==> src/rtl/podc_defs.svh <==
// Constants for the device-side command protocol engine.
// Assumes inclusion by bare name from the core module.
`ifndef PODC_DEFS_SVH
`define PODC_DEFS_SVH

// Register byte offsets on the AXI4-Lite slave
`define PODC_OFF_CMD 8'h00
`define PODC_OFF_STATUS 8'h04
`define PODC_OFF_DATA 8'h08
`define PODC_OFF_CTRL 8'h0C
`define PODC_OFF_IRQ_STAT 8'h10
`define PODC_OFF_IRQ_MASK 8'h14
`define PODC_OFF_XFER 8'h18
`define PODC_OFF_EVENT 8'h1C

// Command codes written to the command register
`define PODC_CMD_PIO_OUT 8'h01
`define PODC_CMD_DMA 8'h02

// Status register bit positions
`define PODC_ST_ERR 0
`define PODC_ST_DRQ 3
`define PODC_ST_BSY 7

// Control register bit positions
`define PODC_CT_IDIS 1

// Event register bits (device-side firmware events, write one to pulse)
`define PODC_EV_READY 0
`define PODC_EV_ABORT 1
`define PODC_EV_BURST_END 2
`define PODC_EV_DONE 3

// Interrupt status bits
`define PODC_IS_INTRQ 0
`define PODC_IS_BLOCK 1
`define PODC_IS_DONE 2

// Busy must rise within this time after the command write
`define PODC_BSY_MAX_NS 400
`define PODC_CLK_NS 8
`define PODC_BSY_CYC ((`PODC_BSY_MAX_NS) / (`PODC_CLK_NS))

// Default words per data block
`define PODC_BLK_WORDS 16'h0100

`endif

==> src/rtl/podc_pkg.sv <==
// Types for the device-side command protocol engine.
// Assumes podc_defs.svh sits on the include path.
package podc_pkg;
   // One-hot protocol states
   typedef enum logic [6:0] {
      PODC_IDLE_QUIET  = 7'h01,
      PODC_IDLE_IRQ    = 7'h02,
      PODC_OUT_PREPARE = 7'h04,
      PODC_OUT_XFER    = 7'h08,
      PODC_OUT_RDY_IRQ = 7'h10,
      PODC_DMA_PREPARE = 7'h20,
      PODC_DMA_XFER    = 7'h40
   } podc_state_e;
endpackage

==> src/rtl/podc_core.sv <==
// Device-side protocol engine for PIO data-out and DMA commands.
// Assumes an AXI4-Lite master and firmware pulsing the event register.
//
// How it works
// - PIO command: busy, quiet
// - First block: straight to transfer
// - Later block: pending, idis picks path
// - Status read acks ready-irq
// - Data writes fill block
// - Done or abort: pending, idle
// - One interrupt per DMA command
// - DMA command: busy, quiet
// - DMA transfer quiet; burst re-prepares
// - DMA done or abort: idle
`timescale 1ns/100ps
`include "podc_defs.svh"

module podc_core (
   // Clock and reset
   input  wire logic        mclk_in,
   input  wire logic        rst_in,
   // AXI4-Lite write address
   input  wire logic [7:0]  s_axi_awaddr_in,
   input  wire logic        s_axi_awvalid_in,
   output logic             s_axi_awready_out,
   // AXI4-Lite write data
   input  wire logic [31:0] s_axi_wdata_in,
   input  wire logic [3:0]  s_axi_wstrb_in,
   input  wire logic        s_axi_wvalid_in,
   output logic             s_axi_wready_out,
   // AXI4-Lite write response
   output logic [1:0]       s_axi_bresp_out,
   output logic             s_axi_bvalid_out,
   input  wire logic        s_axi_bready_in,
   // AXI4-Lite read address
   input  wire logic [7:0]  s_axi_araddr_in,
   input  wire logic        s_axi_arvalid_in,
   output logic             s_axi_arready_out,
   // AXI4-Lite read data
   output logic [31:0]      s_axi_rdata_out,
   output logic [1:0]       s_axi_rresp_out,
   output logic             s_axi_rvalid_out,
   input  wire logic        s_axi_rready_in,
   // Protocol pins
   output logic             intrq_out,
   output logic             dmarq_out,
   output logic             irq_out
);

   // =====================================================================
   // Bus decode
   // =====================================================================
   logic        wr_go;
   logic        rd_go;
   logic [7:0]  rd_addr;
   logic        ev_ready;
   logic        ev_abort;
   logic        ev_burst;
   logic        ev_done;
   logic        cmd_pio;
   logic        cmd_dma;
   logic        data_wr;
   logic        status_rd;
   logic        irqstat_rd;

   // Write accepted when both halves are present and no response pends
   assign wr_go = s_axi_awvalid_in & s_axi_wvalid_in & ~s_axi_bvalid_out;
   assign rd_go = s_axi_arvalid_in & ~s_axi_rvalid_out;
   assign rd_addr = {s_axi_araddr_in[7:2], 2'b00};

   function automatic logic wr_hit(input logic [7:0] off);
      wr_hit = wr_go && ({s_axi_awaddr_in[7:2], 2'b00} == off)
               && s_axi_wstrb_in[0];
   endfunction

   assign cmd_pio  = wr_hit(`PODC_OFF_CMD)
                     && s_axi_wdata_in[7:0] == `PODC_CMD_PIO_OUT;
   assign cmd_dma  = wr_hit(`PODC_OFF_CMD)
                     && s_axi_wdata_in[7:0] == `PODC_CMD_DMA;
   assign data_wr  = wr_hit(`PODC_OFF_DATA);
   assign ev_ready = wr_hit(`PODC_OFF_EVENT) & s_axi_wdata_in[`PODC_EV_READY];
   assign ev_abort = wr_hit(`PODC_OFF_EVENT) & s_axi_wdata_in[`PODC_EV_ABORT];
   assign ev_burst = wr_hit(`PODC_OFF_EVENT)
                     & s_axi_wdata_in[`PODC_EV_BURST_END];
   assign ev_done  = wr_hit(`PODC_OFF_EVENT) & s_axi_wdata_in[`PODC_EV_DONE];
   assign status_rd  = rd_go && rd_addr == `PODC_OFF_STATUS;
   assign irqstat_rd = rd_go && rd_addr == `PODC_OFF_IRQ_STAT;

   // =====================================================================
   // Protocol state
   // =====================================================================
   podc_pkg::podc_state_e state_ff, nxt_state;
   logic        bsy_ff, nxt_bsy;
   logic        drq_ff, nxt_drq;
   logic        err_ff, nxt_err;
   logic        pend_ff, nxt_pend;
   logic        intrq_ff, nxt_intrq;
   logic        dmarq_ff, nxt_dmarq;
   logic        first_ff, nxt_first;
   logic        idis_ff, nxt_idis;
   logic [15:0] blk_ff, nxt_blk;
   logic [15:0] wcnt_ff, nxt_wcnt;
   logic [15:0] bcnt_ff, nxt_bcnt;
   logic [31:0] last_word_ff, nxt_last_word;
   logic        blk_end;
   logic        ev_blk, ev_fin;

   assign blk_end = (wcnt_ff + 16'h0001) == blk_ff;

   // Next protocol state; busy is set on the same edge as the command
   always_comb begin
      nxt_state     = state_ff;
      nxt_bsy       = bsy_ff;
      nxt_drq       = drq_ff;
      nxt_err       = err_ff;
      nxt_pend      = pend_ff;
      nxt_intrq     = intrq_ff;
      nxt_dmarq     = dmarq_ff;
      nxt_first     = first_ff;
      nxt_wcnt      = wcnt_ff;
      nxt_bcnt      = bcnt_ff;
      nxt_last_word = last_word_ff;
      ev_blk        = 1'b0;
      ev_fin        = 1'b0;
      unique case (state_ff)
         podc_pkg::PODC_IDLE_QUIET, podc_pkg::PODC_IDLE_IRQ: begin
            // Status read in idle acknowledges a completion interrupt
            if (status_rd) begin
               nxt_intrq = 1'b0;
               nxt_pend  = 1'b0;
            end
            if (cmd_pio || cmd_dma) begin
               nxt_bsy   = 1'b1;
               nxt_drq   = 1'b0;
               nxt_intrq = 1'b0;
               nxt_pend  = 1'b0;
               nxt_err   = 1'b0;
               nxt_first = 1'b1;
               nxt_bcnt  = 16'h0000;
               nxt_state = cmd_pio ? podc_pkg::PODC_OUT_PREPARE
                                   : podc_pkg::PODC_DMA_PREPARE;
            end
         end
         podc_pkg::PODC_OUT_PREPARE: begin
            if (ev_abort || ev_done) begin
               nxt_pend  = 1'b1;
               nxt_err   = ev_abort;
               nxt_bsy   = 1'b0;
               nxt_intrq = ~idis_ff;
               ev_fin    = 1'b1;
               nxt_state = idis_ff ? podc_pkg::PODC_IDLE_QUIET
                                   : podc_pkg::PODC_IDLE_IRQ;
            end else if (ev_ready) begin
               nxt_wcnt  = 16'h0000;
               nxt_first = 1'b0;
               if (first_ff) begin
                  nxt_bsy   = 1'b0;
                  nxt_drq   = 1'b1;
                  nxt_state = podc_pkg::PODC_OUT_XFER;
               end else begin
                  nxt_pend  = 1'b1;
                  nxt_bsy   = 1'b0;
                  nxt_drq   = 1'b1;
                  nxt_intrq = ~idis_ff;
                  nxt_state = idis_ff ? podc_pkg::PODC_OUT_XFER
                                      : podc_pkg::PODC_OUT_RDY_IRQ;
               end
            end
         end
         podc_pkg::PODC_OUT_RDY_IRQ: begin
            if (status_rd) begin
               nxt_pend  = 1'b0;
               nxt_intrq = 1'b0;
               nxt_state = podc_pkg::PODC_OUT_XFER;
            end
         end
         podc_pkg::PODC_OUT_XFER: begin
            // Status reads here leave the flags alone
            if (data_wr) begin
               nxt_last_word = s_axi_wdata_in;
               nxt_wcnt      = wcnt_ff + 16'h0001;
               if (blk_end) begin
                  nxt_bsy   = 1'b1;
                  nxt_drq   = 1'b0;
                  nxt_bcnt  = bcnt_ff + 16'h0001;
                  ev_blk    = 1'b1;
                  nxt_state = podc_pkg::PODC_OUT_PREPARE;
               end
            end
         end
         podc_pkg::PODC_DMA_PREPARE: begin
            if (ev_abort || ev_done) begin
               nxt_pend  = 1'b1;
               nxt_err   = ev_abort;
               nxt_bsy   = 1'b0;
               nxt_intrq = ~idis_ff;
               ev_fin    = 1'b1;
               nxt_state = idis_ff ? podc_pkg::PODC_IDLE_QUIET
                                   : podc_pkg::PODC_IDLE_IRQ;
            end else if (ev_ready) begin
               nxt_bsy   = 1'b0;
               nxt_drq   = 1'b1;
               nxt_dmarq = 1'b1;
               nxt_state = podc_pkg::PODC_DMA_XFER;
            end
         end
         podc_pkg::PODC_DMA_XFER: begin
            if (ev_abort || ev_done) begin
               nxt_pend  = 1'b1;
               nxt_err   = ev_abort;
               nxt_bsy   = 1'b0;
               nxt_drq   = 1'b0;
               nxt_dmarq = 1'b0;
               nxt_intrq = ~idis_ff;
               ev_fin    = 1'b1;
               nxt_state = idis_ff ? podc_pkg::PODC_IDLE_QUIET
                                   : podc_pkg::PODC_IDLE_IRQ;
            end else if (ev_burst) begin
               nxt_bsy   = 1'b1;
               nxt_drq   = 1'b0;
               nxt_dmarq = 1'b0;
               nxt_state = podc_pkg::PODC_DMA_PREPARE;
            end
         end
      endcase
   end

   // Control register feeds the interrupt gating above
   always_comb begin
      nxt_idis = idis_ff;
      nxt_blk  = blk_ff;
      if (wr_hit(`PODC_OFF_CTRL)) begin
         nxt_idis = s_axi_wdata_in[`PODC_CT_IDIS];
      end
      // Zero length is meaningless, so it is kept out
      if (wr_hit(`PODC_OFF_XFER) && s_axi_wdata_in[15:0] != 16'h0000) begin
         nxt_blk = s_axi_wdata_in[15:0];
      end
   end

   // =====================================================================
   // Interrupt status, mask and bus responses
   // =====================================================================
   logic [2:0]  ist_ff, nxt_ist;
   logic [2:0]  imask_ff, nxt_imask;
   logic        irq_ff, nxt_irq;
   logic        awr_ff, nxt_awr;
   logic        arr_ff, nxt_arr;
   logic        bv_ff, nxt_bv;
   logic [1:0]  br_ff, nxt_br;
   logic        rv_ff, nxt_rv;
   logic [1:0]  rr_ff, nxt_rr;
   logic [31:0] rd_ff, nxt_rd;
   logic [2:0]  ev_vec;
   logic        wr_map;

   assign ev_vec = {ev_fin, ev_blk, nxt_intrq & ~intrq_ff};
   assign wr_map = {s_axi_awaddr_in[7:2], 2'b00} <= `PODC_OFF_EVENT
                   && {s_axi_awaddr_in[7:2], 2'b00} != `PODC_OFF_STATUS;

   // Read clears; a new event in the same cycle wins over the clear
   always_comb begin
      nxt_ist   = (irqstat_rd ? 3'h0 : ist_ff) | ev_vec;
      nxt_imask = imask_ff;
      if (wr_hit(`PODC_OFF_IRQ_MASK)) begin
         nxt_imask = s_axi_wdata_in[2:0];
      end
      nxt_irq = |(nxt_ist & nxt_imask);
   end

   // Single-beat slave: ready pulses with the accepted handshake
   always_comb begin
      nxt_awr = wr_go;
      nxt_arr = rd_go;
      nxt_bv  = s_axi_bvalid_out & ~s_axi_bready_in;
      nxt_br  = br_ff;
      nxt_rv  = s_axi_rvalid_out & ~s_axi_rready_in;
      nxt_rr  = rr_ff;
      nxt_rd  = rd_ff;
      if (wr_go) begin
         nxt_bv = 1'b1;
         nxt_br = wr_map ? 2'b00 : 2'b10;
      end
      if (rd_go) begin
         nxt_rv = 1'b1;
         nxt_rr = 2'b00;
         unique case (rd_addr)
            `PODC_OFF_STATUS, 8'h00:
               nxt_rd = {24'h000000, bsy_ff, 3'h0, drq_ff, 2'h0, err_ff};
            `PODC_OFF_DATA:     nxt_rd = last_word_ff;
            `PODC_OFF_CTRL:     nxt_rd = {30'h0, idis_ff, 1'b0};
            `PODC_OFF_IRQ_STAT: nxt_rd = {29'h0, ist_ff};
            `PODC_OFF_IRQ_MASK: nxt_rd = {29'h0, imask_ff};
            `PODC_OFF_XFER:     nxt_rd = {bcnt_ff, blk_ff};
            `PODC_OFF_EVENT:    nxt_rd = {25'h0, state_ff};
            default: begin
               nxt_rd = 32'h00000000;
               nxt_rr = 2'b10;
            end
         endcase
      end
   end

   // =====================================================================
   // Registers
   // =====================================================================
   always_ff @(posedge mclk_in or posedge rst_in) begin
      if (rst_in) begin
         state_ff <= podc_pkg::PODC_IDLE_QUIET;
         bsy_ff <= 1'b0;
         drq_ff <= 1'b0;
         err_ff <= 1'b0;
         pend_ff <= 1'b0;
         intrq_ff <= 1'b0;
         dmarq_ff <= 1'b0;
         first_ff <= 1'b0;
         idis_ff <= 1'b0;
         blk_ff <= `PODC_BLK_WORDS;
         wcnt_ff <= 16'h0000;
         bcnt_ff <= 16'h0000;
         last_word_ff <= 32'h00000000;
         ist_ff <= 3'h0;
         imask_ff <= 3'h0;
         irq_ff <= 1'b0;
         awr_ff <= 1'b0;
         arr_ff <= 1'b0;
         bv_ff <= 1'b0;
         br_ff <= 2'b00;
         rv_ff <= 1'b0;
         rr_ff <= 2'b00;
         rd_ff <= 32'h00000000;
      end else begin
         state_ff <= nxt_state;
         bsy_ff <= nxt_bsy;
         drq_ff <= nxt_drq;
         err_ff <= nxt_err;
         pend_ff <= nxt_pend;
         intrq_ff <= nxt_intrq;
         dmarq_ff <= nxt_dmarq;
         first_ff <= nxt_first;
         idis_ff <= nxt_idis;
         blk_ff <= nxt_blk;
         wcnt_ff <= nxt_wcnt;
         bcnt_ff <= nxt_bcnt;
         last_word_ff <= nxt_last_word;
         ist_ff <= nxt_ist;
         imask_ff <= nxt_imask;
         irq_ff <= nxt_irq;
         awr_ff <= nxt_awr;
         arr_ff <= nxt_arr;
         bv_ff <= nxt_bv;
         br_ff <= nxt_br;
         rv_ff <= nxt_rv;
         rr_ff <= nxt_rr;
         rd_ff <= nxt_rd;
      end
   end

   // Outputs straight from flops
   assign s_axi_awready_out = awr_ff;
   assign s_axi_wready_out = awr_ff;
   assign s_axi_bvalid_out = bv_ff;
   assign s_axi_bresp_out = br_ff;
   assign s_axi_arready_out = arr_ff;
   assign s_axi_rvalid_out = rv_ff;
   assign s_axi_rresp_out = rr_ff;
   assign s_axi_rdata_out = rd_ff;
   assign intrq_out = intrq_ff;
   assign dmarq_out = dmarq_ff;
   assign irq_out = irq_ff;

endmodule

==> config.mk <==
export PLATFORM = sky130hd
export DESIGN_NAME = podc_core
export DESIGN_NICKNAME = d
export VERILOG_FILES = /design/src/rtl/podc_pkg.sv /design/src/rtl/podc_core.sv
export VERILOG_INCLUDE_DIRS = /design/src /design/src/rtl
export SDC_FILE = /design/constraint.sdc
export NUM_CORES = 1
export LEC_CHECK = 0
export BUFFER_PORTS_ARGS = -buffer_cell sky130_fd_sc_hd__buf_2
export CAP_MARGIN = 30
export CORE_MARGIN = 4
export CORE_UTILIZATION = 50
export CTS_CLUSTER_SIZE = 40
export DETAILED_ROUTE_END_ITERATION = 7
export PLACE_DENSITY = 0.69
export SYNTH_ARGS = -nofsm -noshare
export SYNTH_HDL_FRONTEND = slang
export SYNTH_SLANG_ARGS = --single-unit
==> constraint.sdc <==
create_clock -name mclk_in -period 4.5 [get_ports mclk_in]
set_input_delay 0.225 -clock mclk_in [delete_from_list [all_inputs] [get_ports mclk_in]]
set_output_delay 0.225 -clock mclk_in [all_outputs]
set_load 0.02 [all_outputs]
==> flow_summary.yaml <==
flow_run:
  cap_violations: 0
synthesis:
  yosysUniqueCellTypes: 70
  synth.cell_area_mm2: 0.00724
  yosysSeqAreaShare: 0.481
  ys_ff_latch: 139
  synth_warnings: 0
  synth_top_flop_cell: "dfrtp_1"
  synth_edf_count: 0
  avgSynthCellArea_um2: 9.19
  ys_async_sr_fraction: 1.00
  synthCells: 787
critical_path:
  critPathKind: "flop to flop"
  critPathArrivalTime_ns: 3.90
  cp.required_ns: 4.85
  cp_max_fo: 27
  end_kind: "flop"
  path_cells: "ha_1 -> nand3_1 -> nor3_4 -> o221ai_1 -> nor4_2 -> nand4_2 -> or4_1 -> a21boi_1"
  critPathMaxStageDelay_ns: 0.71
  worstSetupStartpointType: "flop"
  slowest_stage: "or4_1"
sta:
  min_period_ns: 3.55
  slew_headroom: 0.278
  tightest_slew_ns: 1.08
  rsz0062_at_grt: "no"
  fin_tns_setup_ns: 0
  hold_viol_final: 0
  max_freq_ghz: 0.282
  setup_violations: 0
  period_share: 0.789
  fin_skew_ns: 0.00676
  maxSlewViolCount: 0
routing:
  ant_nets: 0
  num_vias: 6454
  drt_iter0_drc: 783
  drc_errors: 0
  routedWlPerCell_um: 19.1
  viasPerCell: 6.07
  drt_pass1_iterations: 7
  wirelength_mm: 20.3
layout:
  layout_common_cells: "138 x nand2_1, 137 x dfrtp_1, 94 x buf_2"
  final_common_cell: "nand2_1"
  final_cells: 1064
  area_delta_synth_final_pct: 18.8
  drive_gt1_frac: 0.202
  nNetsFinal: 931
clock_network:
  cts_hold_buf: 15
  cts.sinks: 139
  root_buffer: "clkbuf_16"
  ctsHtreeMaxLevel: 4
  post_cts_buffers: 0
  cts_tree: "built"
  cts_buffers: 17
  clock_latency_ns: 0.42
  clk_path_buf_depth: 2
  clkSlewWorstSetupHoldPaths_ns: 0.06
  cts_resized: 0
floorplan:
  dieArea_mm2: 0.0165
  start_util: 0.515
  core_mm2: 0.0140
  die_w_um: 128
  ioPinCount: 103
  rows: 43
  die_h_um: 128
global_route:
  grt_pass1_wl_mm: 32.8
  grt_start_max_net_pins: 110
  antenna_found_initial: 0
  gr-total-overflow: 0
  grtUsageTotal: 0.253
  first_global_vias: 6223
outcome:
  status: "finished clean"
worst_hold_path:
  min_path_type: "input pin to flop"
power_and_ir_drop:
  power.leakage_nw: 4.03
  p_per_area_mw_per_mm2: 398
  ir_worst_vdd_uv: 284
placement:
  dp.cells: 1014
  io_buffers: 93
  dp_hpwl_mm: 14.1
  gp_congestion: 0.881
==> logic make-up (layout without fill, tap and decap cells) <==
kind of cell	Yosys count	in the layout	share of synthesized area
AOI/OAI and AO/OA	174	174	0.169
xor gates and xnor gates	22	22	0.0266
adders and majority gates	2	2	0.00346
buffers and inverters	74	169	0.0434
DFF	139	139	0.481
muxes	26	26	0.0394
other	1	3	0.000518
and+or+nand+nor	349	349	0.236
==> layout make-up <==
type,count,area [um^2]
repair buffers,120,726
fillers,1198,5450
clock buffers,19,443
clock inverters,13,189
flip-flops and latches,139,3480
inverters,17,68.8
diodes,1,2.50
well taps,180,225
multi-input cells,575,3460
==> final timing paths <==
kind	start	end	slack, ns	cells past startpoint
min in group asynchronous	rst_in	last_word_ff[18]	0.23	3
min	s_axi_wdata_in[27]	last_word_ff[27]	0.008	3
max in group asynchronous	rst_in	blk_ff[8]	3.09	5
max	wcnt_ff[0]	bcnt_ff[9]	0.95	8
max reg2reg	wcnt_ff[0]	bcnt_ff[9]	0.95	8
min reg2reg	last_word_ff[6]	last_word_ff[6]	0.48	2
==> registers in the layout, indices dropped and copies added (netlist names), 3 cells and up <==
signal           flops
state_ff             7
ist_ff               3
blk_ff              16
bcnt_ff             16
s_axi_rdata_out     32
last_word_ff        32
wcnt_ff             16
imask_ff             3
==> cell usage after synthesis, drive strengths merged, types with 9 or more instances <==
master | instances | area, um^2
nand2 | 138 | 518
dfrtp | 137 | 3430
nor2 | 88 | 330
o21ai | 58 | 290
clkbuf | 39 | 146
a221oi | 28 | 245
nand3 | 21 | 110
mux2 | 20 | 225
a21oi | 18 | 90.1
buf | 18 | 104
inv | 17 | 63.8
nor4 | 17 | 131
xnor2 | 16 | 140
and3 | 11 | 68.8
nand4 | 10 | 75.1
nor3 | 9 | 61.3
o31ai | 9 | 67.6
or3 | 9 | 56.3
==> through the flow <==
step	power [mW]	setup slack, ns	instance area (um^2)	hold WS [ns]	utilization
after floorplan	1.75	0.554	7240	0.318	-
after global placement	1.92	1.15	7770	0.403	0.553
after detailed placement	1.93	0.991	7770	0.412	0.554
after CTS	3.44	0.991	8560	0.00223	0.609
final	3.42	0.950	8600	0.00829	0.612
after global routing	3.56	0.664	8590	0.0128	0.612
==> per-layer routing <==
metal  GRT usage  share of wire  up-vias
met5           0              0        -
met4      0.0861          0.019        0
met3      0.0475          0.070       33
met2       0.387           0.46      239
met1       0.363           0.45     3181
li1            -              -     3001
==> power breakdown <==
| group | internal (mW) | total [mW] | switching, mW |
|---|---|---|---|
| sequential | 1.33 | 1.39 | 0.0656 |
| clock | 0.945 | 1.49 | 0.550 |
| combinational | 0.202 | 0.533 | 0.331 |
==> critical path: cells and delay by family (launching register included) <==
kind / cells / cell delay, ns
adder cells (fa/ha/maj): 1 / 0.35
AO/OA/AOI/OAI: 2 / 0.35
AND/OR/NAND/NOR: 5 / 2.29
flip-flops: 1 / 0.48
(Power assumes the default switching activity.)
